$ cat src/rtl/ggir_pkg.sv
// Package of offsets, field layouts and reset values for the group registers.
package ggir_pkg;

    ////////////////////////////////////////////////////////////////////////
    // Bus geometry.
    localparam int unsigned GGIR_DATA_W = 32;
    localparam int unsigned GGIR_ADDR_W = 8;

    typedef logic [GGIR_DATA_W-1:0] ggir_word_t;
    typedef logic [GGIR_ADDR_W-1:0] ggir_addr_t;

    ////////////////////////////////////////////////////////////////////////
    // Register byte offsets on the controller peripheral bus.
    localparam ggir_addr_t GGIR_OFS_A_SOURCE = 8'h00;
    localparam ggir_addr_t GGIR_OFS_A_ENABLE = 8'h04;
    localparam ggir_addr_t GGIR_OFS_A_RESULT = 8'h08;
    localparam ggir_addr_t GGIR_OFS_B_SOURCE = 8'h14;
    localparam ggir_addr_t GGIR_OFS_B_ENABLE = 8'h18;
    localparam ggir_addr_t GGIR_OFS_B_RESULT = 8'h1c;

    ////////////////////////////////////////////////////////////////////////
    // Implemented flag positions; every other position is reserved.
    // Group a: bits 20..0. Group b: bits 26..0. Bit 31 never a flag.
    localparam ggir_word_t GGIR_A_IMPL_MASK = 32'h001f_ffff;
    localparam ggir_word_t GGIR_B_IMPL_MASK = 32'h07ff_ffff;

    // Position of the read/write result storage bit.
    localparam int unsigned GGIR_STORE_POS = 31;

    // Value of reserved bits on read, and reset values.
    localparam ggir_word_t GGIR_RSVD_VALUE = 32'h0000_0000;
    localparam ggir_word_t GGIR_RESET_WORD = 32'h0000_0000;
    localparam logic GGIR_RESET_BIT = 1'h0;

    // Register selector used by the bus decode.
    typedef enum logic [2:0] {
        GGIR_SEL_NONE = 3'h0,
        GGIR_SEL_A_SRC = 3'h1,
        GGIR_SEL_A_EN = 3'h3,
        GGIR_SEL_A_RES = 3'h2,
        GGIR_SEL_B_SRC = 3'h6,
        GGIR_SEL_B_EN = 3'h7,
        GGIR_SEL_B_RES = 3'h5
    } ggir_sel_t;

endpackage : ggir_pkg

$ cat src/rtl/ggir_top.sv
// Register slice for two GPIO interrupt groups on the peripheral bus.
// Register map, byte offsets on the controller peripheral bus:
//   00h group a source, 04h group a enable, 08h group a result,
//   14h group b source, 18h group b enable, 1ch group b result.
// Group a implements lines 20..0 and group b lines 26..0. Every other
// position reads zero and drops writes; bit 31 of a result word is the
// software store bit, not a line.
//
// Bus timing: a write lands on the edge that samples i_wr. A read is
// sampled with i_rd and answered one cycle later: o_rvalid pulses for
// one cycle and o_rdata then holds the word until the next read. A read
// and a write in one cycle at one offset return the value before the
// write. Accesses may follow back to back, one per cycle.
//
// Reset: i_rstn clears every flag, enable bit and store bit at once,
// without waiting for a clock edge. The read register clears as well,
// so o_rvalid never pulses out of reset.
//
// Hazard: a trigger that meets a write-one-to-clear of the same flag in
// the same cycle leaves the flag set. Software that races the hardware
// therefore never loses an event, at the cost of possibly seeing a flag
// again right after clearing it.
//
// Limitation: the priority compare lives outside this slice. Each line
// arrives here as one qualification bit, and both that bit and the
// trigger pulses must already be in the bus clock domain; nothing here
// synchronises them.
//
// The result words are deliberately combinational so that a change of
// source, enable or priority reaches the aggregator in the same cycle.
`timescale 1ns/1ps
module ggir_top (
    // Clock and reset.
    input wire logic i_ref_clk,
    input wire logic i_rstn,
    // Controller peripheral bus.
    input wire ggir_pkg::ggir_addr_t i_addr,
    input wire logic i_wr,
    input wire logic i_rd,
    input wire ggir_pkg::ggir_word_t i_wdata,
    output ggir_pkg::ggir_word_t o_rdata,
    output logic o_rvalid,
    // Trigger pulses from the per-line edge detectors.
    input wire ggir_pkg::ggir_word_t i_group_a_trigger,
    input wire ggir_pkg::ggir_word_t i_group_b_trigger,
    // Priority qualification, one bit per line, from the priority logic.
    input wire ggir_pkg::ggir_word_t i_group_a_prio_ok,
    input wire ggir_pkg::ggir_word_t i_group_b_prio_ok,
    // Per-line result towards the aggregator.
    output ggir_pkg::ggir_word_t o_group_a_result,
    output ggir_pkg::ggir_word_t o_group_b_result
);
    import ggir_pkg::*;

    ////////////////////////////////////////////////////////////////////////
    // Address decode, shared by the write strobes and the read mux.
    // Offsets outside the map decode to none, so a stray write there
    // touches no register and a stray read loads zero into the read register.
    function automatic ggir_sel_t ggir_decode(input ggir_addr_t addr);
        ggir_sel_t sel;
        sel = GGIR_SEL_NONE;
        case (addr)
            GGIR_OFS_A_SOURCE: begin
                sel = GGIR_SEL_A_SRC;
            end
            GGIR_OFS_A_ENABLE: begin
                sel = GGIR_SEL_A_EN;
            end
            GGIR_OFS_A_RESULT: begin
                sel = GGIR_SEL_A_RES;
            end
            GGIR_OFS_B_SOURCE: begin
                sel = GGIR_SEL_B_SRC;
            end
            GGIR_OFS_B_ENABLE: begin
                sel = GGIR_SEL_B_EN;
            end
            GGIR_OFS_B_RESULT: begin
                sel = GGIR_SEL_B_RES;
            end
            default: begin
                sel = GGIR_SEL_NONE;
            end
        endcase
        return sel;
    endfunction : ggir_decode

    // Read side state: the returned word and its one-cycle valid pulse.
    // Registered so the bus sees flops, unlike the result words.
    typedef struct packed {
        ggir_word_t rdata;
        logic rvalid;
    } ggir_bus_state_t;

    ggir_bus_state_t state;
    ggir_bus_state_t next_state;
    ggir_sel_t sel;
    ggir_word_t a_source;
    ggir_word_t a_enable;
    ggir_word_t a_result;
    ggir_word_t b_source;
    ggir_word_t b_enable;
    ggir_word_t b_result;

    // One write strobe per writable register.
    logic a_source_wr;
    logic a_enable_wr;
    logic a_result_wr;
    logic b_source_wr;
    logic b_enable_wr;
    logic b_result_wr;

    ////////////////////////////////////////////////////////////////////////
    // Write strobes go to one register only; unmapped writes do nothing.
    // One named strobe per register keeps the offset-to-register mapping
    // in one place instead of spread over the instance connections.
    assign sel = ggir_decode(i_addr);
    assign a_source_wr = i_wr && (sel == GGIR_SEL_A_SRC);
    assign a_enable_wr = i_wr && (sel == GGIR_SEL_A_EN);
    assign a_result_wr = i_wr && (sel == GGIR_SEL_A_RES);
    assign b_source_wr = i_wr && (sel == GGIR_SEL_B_SRC);
    assign b_enable_wr = i_wr && (sel == GGIR_SEL_B_EN);
    assign b_result_wr = i_wr && (sel == GGIR_SEL_B_RES);

    // Group a: lines 20..0 implemented, the rest reserved.
    ggir_group #(
        .IMPL_MASK(GGIR_A_IMPL_MASK)
    ) u_group_a (
        .i_ref_clk(i_ref_clk),
        .i_rstn(i_rstn),
        .i_trigger(i_group_a_trigger),
        .i_prio_ok(i_group_a_prio_ok),
        .i_source_wr(a_source_wr),
        .i_enable_wr(a_enable_wr),
        .i_result_wr(a_result_wr),
        .i_wdata(i_wdata),
        .o_source(a_source),
        .o_enable(a_enable),
        .o_result(a_result)
    );

    // Group b: lines 26..0 implemented, the rest reserved.
    ggir_group #(
        .IMPL_MASK(GGIR_B_IMPL_MASK)
    ) u_group_b (
        .i_ref_clk(i_ref_clk),
        .i_rstn(i_rstn),
        .i_trigger(i_group_b_trigger),
        .i_prio_ok(i_group_b_prio_ok),
        .i_source_wr(b_source_wr),
        .i_enable_wr(b_enable_wr),
        .i_result_wr(b_result_wr),
        .i_wdata(i_wdata),
        .o_source(b_source),
        .o_enable(b_enable),
        .o_result(b_result)
    );

    ////////////////////////////////////////////////////////////////////////
    // Read path. Data is registered so the bus sees a flop; reserved bits
    // are already zero inside each group, unmapped offsets read zero.
    always_comb begin
        next_state = state;
        next_state.rvalid = i_rd;
        if (i_rd) begin
            case (sel)
                GGIR_SEL_A_SRC: begin
                    next_state.rdata = a_source;
                end
                GGIR_SEL_A_EN: begin
                    next_state.rdata = a_enable;
                end
                GGIR_SEL_A_RES: begin
                    next_state.rdata = a_result;
                end
                GGIR_SEL_B_SRC: begin
                    next_state.rdata = b_source;
                end
                GGIR_SEL_B_EN: begin
                    next_state.rdata = b_enable;
                end
                GGIR_SEL_B_RES: begin
                    next_state.rdata = b_result;
                end
                default: begin
                    next_state.rdata = GGIR_RSVD_VALUE;
                end
            endcase
        end
    end

    // Read register. Reset clears it at once so no read answer is left
    // pending when the bus comes back.
    always_ff @(posedge i_ref_clk or negedge i_rstn) begin
        if (!i_rstn) begin
            state <= '{GGIR_RESET_WORD, GGIR_RESET_BIT};
        end else begin
            state <= next_state;
        end
    end

    ////////////////////////////////////////////////////////////////////////
    // Bus outputs come from flops. The result words stay combinational on
    // purpose: a registered copy would add the latch the aggregator forbids.
    assign o_rdata = state.rdata;
    assign o_rvalid = state.rvalid;
    assign o_group_a_result = a_result;
    assign o_group_b_result = b_result;

endmodule : ggir_top

$ cat src/rtl/ggir_group.sv
// One interrupt group: sticky source flags, enable bits and result word.
`timescale 1ns/1ps
module ggir_group #(
    parameter ggir_pkg::ggir_word_t IMPL_MASK = ggir_pkg::GGIR_A_IMPL_MASK
) (
    // Clock and reset.
    input wire logic i_ref_clk,
    input wire logic i_rstn,
    // Per-line trigger pulses and priority qualification.
    input wire ggir_pkg::ggir_word_t i_trigger,
    input wire ggir_pkg::ggir_word_t i_prio_ok,
    // Register write strobes and data.
    input wire logic i_source_wr,
    input wire logic i_enable_wr,
    input wire logic i_result_wr,
    input wire ggir_pkg::ggir_word_t i_wdata,
    // Register contents.
    output ggir_pkg::ggir_word_t o_source,
    output ggir_pkg::ggir_word_t o_enable,
    output ggir_pkg::ggir_word_t o_result
);
    import ggir_pkg::*;

    typedef struct packed {
        ggir_word_t source;
        ggir_word_t enable;
        logic result_store_bit;
    } ggir_grp_state_t;

    ggir_grp_state_t state;
    ggir_grp_state_t next_state;
    ggir_word_t clear_mask;

    ////////////////////////////////////////////////////////////////////////
    // Next state. A trigger in the same cycle as a clear keeps the flag set,
    // so no event is lost to a racing write.
    always_comb begin
        next_state = state;
        clear_mask = i_source_wr ? i_wdata : GGIR_RESET_WORD;
        next_state.source = ((state.source & ~clear_mask)
            | i_trigger) & IMPL_MASK;
        if (i_enable_wr) begin
            next_state.enable = i_wdata & IMPL_MASK;
        end
        if (i_result_wr) begin
            next_state.result_store_bit = i_wdata[GGIR_STORE_POS];
        end
    end

    ////////////////////////////////////////////////////////////////////////
    // State register, cleared by system reset.
    always_ff @(posedge i_ref_clk or negedge i_rstn) begin
        if (!i_rstn) begin
            state <= '{GGIR_RESET_WORD, GGIR_RESET_WORD,
                GGIR_RESET_BIT};
        end else begin
            state <= next_state;
        end
    end

    ////////////////////////////////////////////////////////////////////////
    // The result is not latched: it follows source, enable and priority.
    assign o_source = state.source;
    assign o_enable = state.enable;
    always_comb begin
        o_result = state.source & state.enable & i_prio_ok
            & IMPL_MASK;
        o_result[GGIR_STORE_POS] = state.result_store_bit;
    end

endmodule : ggir_group

$ cat config.mk
export PLATFORM = sky130hd
export DESIGN_NAME = ggir_top
export DESIGN_NICKNAME = d
export VERILOG_FILES = /design/src/rtl/ggir_pkg.sv /design/src/rtl/ggir_top.sv /design/src/rtl/ggir_group.sv
export SDC_FILE = /design/constraint.sdc
export NUM_CORES = 1
export LEC_CHECK = 0
export BUFFER_PORTS_ARGS = -buffer_cell sky130_fd_sc_hd__clkbuf_2
export CORE_AREA = 2 2 140 101
export CTS_BUF_LIST = sky130_fd_sc_hd__clkbuf_16
export DETAILED_ROUTE_END_ITERATION = 8
export DIE_AREA = 0 0 142 103
export HOLD_SLACK_MARGIN = 0.03
export PLACE_DENSITY = 0.82
export SLEW_MARGIN = 20
export SYNTH_ARGS = -nofsm -noshare
export SYNTH_HDL_FRONTEND = slang
export SYNTH_SLANG_ARGS = --single-unit
export TNS_END_PERCENT = 20
$ cat constraint.sdc
create_clock -name i_ref_clk -period 2.74 [get_ports i_ref_clk]
set_input_delay 0.548 -clock i_ref_clk [delete_from_list [all_inputs] [get_ports i_ref_clk]]
set_output_delay 0.548 -clock i_ref_clk [all_outputs]
set_load 0.02 [all_outputs]
-- Word level (Yosys, flattened, before mapping)
Index checks and enable logic that the tools add are counted.
- bits in registers: 131
- input port bits: 172
- output and inout bits: 97
- word-level logic and storage cells: 40
- equality and inequality tests: 11
- mux-type cells: 4
- bitwise gates (word level): 10
- reduce and logical (&&, ||, !) cells: 7
- operators with widths (operator ; number):
    $pmux 32 s6 ; 1
    $and 27x27->27 ; 3
    $and 21x21->21 ; 3
    $mux 27 ; 1
    $not 27->27 ; 1
    $or 27x27->27 ; 1
    $eq 8x5->1 const B ; 3
    $mux 21 ; 1
    $not 21->21 ; 1
    $or 21x21->21 ; 1
    $pmux 3 s6 ; 1
    $eq 3x3->1 const B ; 3
    $eq 8x3->1 const B ; 1
    $eq 8x4->1 const B ; 1
    $logic_not 8->1 ; 1
    $eq 3x2->1 const B ; 2
    $logic_and 1x1->1 ; 6
    $eq 3x1->1 const B ; 1

-- Depth between registers and ports, before layout
- depth in word-level cells: 8
- gate-level depth with buffers: 7
- mapped depth without buffers: 4

-- By module
From an unflattened synthesis, not the netlist that was laid out.
- cells, all modules: 722
- area, all modules: 7676.1 um^2
- by module, submodules not included (module ; instances ; cells each ; area an instance (um^2) ; seq. area each (um^2)):
    ggir_top ; 1 ; 372 ; 3205.6 ; 825.8
    ggir_group at u_group_b ; 1 ; 185 ; 2422.3 ; 1376.3
    ggir_group at u_group_a ; 1 ; 165 ; 2048.2 ; 1076.0

-- Least setup slack after synthesis
OpenSTA, ideal clock, no wires.
- path type: in2reg
- from: input i_addr[1]
- to: register u_group_a.state (netlist bit u_group_a.o_source[0])
- setup time: 0.118 ns
- arrival time: 1.959 ns
- required time: 2.622 ns
- setup slack: 0.663 ns
- stages: 7
- buffers on the path: 3
- cell sequence: buf_4 > or3_1 > buf_2 > nor4b_2 > buf_2 > nand2_1 > a21o_1
- RTL lines (item ; RTL line ; source):
    start: declaration ; ggir_top.sv:37 ; input wire ggir_pkg::ggir_addr_t i_addr,
    end signal: assignment ; ggir_group.sv:54 ; state <= '{GGIR_RESET_WORD, GGIR_RESET_WORD,
    end signal: assignment ; ggir_group.sv:57 ; state <= next_state;
    end: declaration ; ggir_group.sv:30 ; ggir_grp_state_t state;

-- Worst setup path after layout
- from: input i_addr[1]
- to: register state (netlist bit o_rdata[14])
- word-level cells in the longest chain between the ends: 4
- elaborated cells between the ends (all ways): 14
- those cells by class: eq/ne (11); mux (2); reduce/logical (1)
- RTL lines (item ; RTL line ; source):
    $eq 8x5->1 (tied with other cells) ; ggir_top.sv:62 ; case (addr)
    $pmux 3 s6 * ; ggir_top.sv:62 ;
    $eq 3x3->1 (tied with other cells) ; ggir_top.sv:166 ; case (sel)
    $pmux 32 s6 * ; ggir_top.sv:166 ;
    end signal: assignment ; ggir_top.sv:196 ; state <= '{GGIR_RESET_WORD, GGIR_RESET_BIT};
    end signal: assignment ; ggir_top.sv:198 ; state <= next_state;
    end: declaration ; ggir_top.sv:95 ; ggir_bus_state_t state;
Mark *: on every way between the ends. The rest lies on a longest branch, timed or not.
A chain may end at the register's enable or synchronous reset.

==> reports/results.tsv <==
stage	metric	value	unit
yosys	synth_top_cell_area_share	0.4864	
worst_setup_path	worstRegToRegCells	4	
sta	timing.final.ws_setup	0.7040	ns
global_route	antenna_found_initial	0	
cells_and_area	num-nets-final	995	
yosys	avgSynthCellArea	10.91	um^2
clock_tree	h-tree-depth	4	
detailed_routing	vias	5639	
worst_setup_path	crit_required	3.05	ns
place	place_ws	0.3324	ns
yosys	ys_seq_area_frac	0.4864	
pwr	irDropWorstVdd	0.0003829	V
clock_tree	cts.clk_slew.worst_paths	0.06	ns
sta	fin_skew	0.008054	ns
detailed_routing	dr_wl_met3	1601	um
detailed_routing	wl_met1	8184	um
die	core_area	13470	um^2
worst_setup_path	crit_chain	clkbuf_2 > or3_1 > buf_4 > nor2_1 > a2bb2oi_1 > o221ai_2	
worst_setup_path	cp_slowest_cell	nor2_1	
clock_tree	clk_latency	0.41	ns
sta	max_slew_margin	0.2893	
cells_and_area	regArea	3178	um^2
clock_tree	clkSinkCount	127	
worst_setup_path	cp_max_fo	9	
sta	worst_slew_pin_slew	1.064	ns
die	die_area	14630	um^2
worst_setup_path	critPathMaxStageDelay	0.53	ns
yosys	yosysUniqueCellTypes	42	
worst_setup_path	cp-start-kind	input port	
detailed_routing	drc	0	
cells_and_area	diodes	0	
sta	tns	0	ns
die	start_util	0.4851	
yosys	synth_area_leader_cell	dfrtp_1	
place	gp_congestion	0.8572	
die	io_pins	269	
worst_setup_path	crit_type	in2reg	
yosys	ys_seq_elements	127	
global_route	grt_max_degree	66	
die	die_h	103	um
worst_setup_path	cp_top_family	simple AND/OR/NAND/NOR gates	
clock_tree	cts_buffers	17	
sta	period_minus_slack	2.036	ns
clock_tree	cts_setup_buffers	0	
clock_tree	cts_resized	0	
detailed_routing	wl_met2	8977	um
detailed_routing	routed_wl	18980	um
global_route	grt_overflow_total	0	
yosys	async_flop_share	1.000	
detailed_routing	antenna_left	0	
sta	max_freq	491.2	MHz
sta	hold_viol	0	
yosys	synthesis.area	6534	um^2
sta	drv_slew	0	
pwr	p_per_area	538.9	nW/um^2
clock_tree	root_buffer	clkbuf_16	
detailed_routing	wl_per_cell	18.85	um
global_route	grt_usage	0.2618	
flow_run	maxCapViolCount	0	
die	rows	36	
clock_tree	cts_tree	yes	
pwr	leakage	4.065	nW
die	dieWidth	142	um
detailed_routing	drt_iter0_drc	316	
detailed_routing	dr.pass1.iters	5	
sta	finalCritPeriodShare	0.7431	
worst_setup_path	crit_arrival	2.35	ns
cells_and_area	fill_cells	1131	
clock_tree	clockBufferDepth	2	
place	port-buffer-count	214	
cells_and_area	final_cells	1007	
worst_setup_path	cp_num_cells	6	
detailed_routing	topRoutingLayerUsed	met4	
run_status	status	complete, no violations	
global_route	grt_pass1_wl	28980	um
yosys	synth_cells	599	
cells_and_area	multi_input_area	3099	um^2
place	placed_cells	975	
place	hpwl	13890	um
min_path	hp-class	in2async	
sta	setup_viol	0	
clock_tree	postCtsHoldBufs	0	
worst_setup_path	crit_buf_inv	2	
detailed_routing	vias_per_cell	5.600	
yosys	synth_edf_count	0	
yosys	netlist_top_cells_area	dfrtp_1, mux2_2, a21o_1, nand2_1, and3_1	
yosys	synth-main-ff-cell	dfrtp_1	
pwr	p_total	4.523	mW
yosys	ys_warn_count	0	
global_route	grt_pass1_vias	5433	
worst_setup_path	crit_path_end_kind	flip-flop	
cells_and_area	syn2layout_area_growth	28.48	%
cells_and_area	drive_above_1_share	0.4139	
sta	grt_setup_unrepaired	no	
metrics by stage:
step / hold slack, ns / cell area [um^2] / utilization
2_1_floorplan: 0.2524 / 6598 / -
3_3_place_gp: 0.4802 / 7840 / 0.5821
3_5_place_dp: 0.4844 / 7840 / 0.5821
4_1_cts: 0.05545 / 8394 / 0.6233
5_1_grt: 0.07083 / 8394 / 0.6233
6_report: 0.05875 / 8394 / 0.6233
sequential cells by signal (all words and copies together), names as in the netlist:
signal,flops
u_group_a.o_source,21
o_rdata,28
o_rvalid,1
u_group_b.o_source,27
u_group_a.o_result,1
u_group_a.o_enable,21
u_group_b.o_result,1
u_group_b.o_enable,27
Yosys cell counts, types with 2 or more instances:
library cell and n:
nor4_1 3, a22oi_1 14, buf_4 20, and3_1 49
and4_1 3, o21ai_0 3, nor4b_4 2, dfrtp_1 127
nand2_1 92, o221ai_2 7, nor2b_1 5, o2bb2ai_1 16
nand3_1 2, mux2_2 60, o22ai_1 15, a2bb2oi_1 7
mux2i_1 18, a21boi_0 11, inv_1 17, a22o_1 9
buf_2 22, a21o_1 48, a32oi_1 7, clkbuf_1 10
nor2_1 2, nand2b_1 10, a221o_1 3, a41oi_1 3
worst paths after layout:
kind | from | to | slack, ns
max | i_addr[1] | o_rdata[14] | 0.70
min reg2reg | u_group_a.o_source[7] | u_group_a.o_source[7] | 0.50
max reg2reg | u_group_a.o_enable[19] | o_rdata[19] | 1.51
min | i_rstn | o_rdata[9] | 0.06
min in group i_ref_clk | i_group_a_trigger[2] | u_group_a.o_source[2] | 0.31
max in group asynchronous | i_rstn | o_rdata[20] | 1.87
final cells by class:
| class | instances | area share |
|---|---|---|
| multi-input combinational | 419 | 0.3692 |
| inverter | 18 | 0.008049 |
| tap | 171 | 0.02549 |
| clock inverter | 15 | 0.01535 |
| timing repair buffer | 240 | 0.1526 |
| clock buffer | 17 | 0.05068 |
| sequential | 127 | 0.3786 |
placed cells by master (no fill, tap or decap), drive strengths merged, types with 4 or more instances in the layout:
master	synthesis	final
o2bb2ai	16	16
o22ai	15	15
mux2i	18	18
nor2b	5	5
buf	42	27
clkinv	0	8
mux2	60	60
nor4b	4	4
a2bb2oi	7	7
and3	49	49
conb	1	18
clkbuf	10	230
a21o	48	48
a21boi	11	11
o221ai	7	7
clkinvlp	0	4
inv	18	19
a22o	9	9
nand2b	10	10
nand2	92	92
a22oi	14	14
a32oi	7	7
dfrtp	127	127
routing by layer:
metal / vias up / GRT usage
li1: 2601 / -
met4: 0 / 0.08308
met3: 18 / 0.06781
met5: - / 0
met1: 2751 / 0.3433
met2: 269 / 0.4318
where the power goes:
part	switching [mW]	internal (mW)
Clock	0.813	1.31
Sequential	0.0291	1.91
Combinational	0.263	0.191
cell families after synthesis:
kind of cell	synth area share
buffers and inverters	0.05592
flip-flops	0.4864
multiplexers	0.1310
AO/OA/AOI/OAI	0.1789
other	0.0005739
AND/OR/NAND/NOR	0.1473
Power figures use the tool's default switching activity.
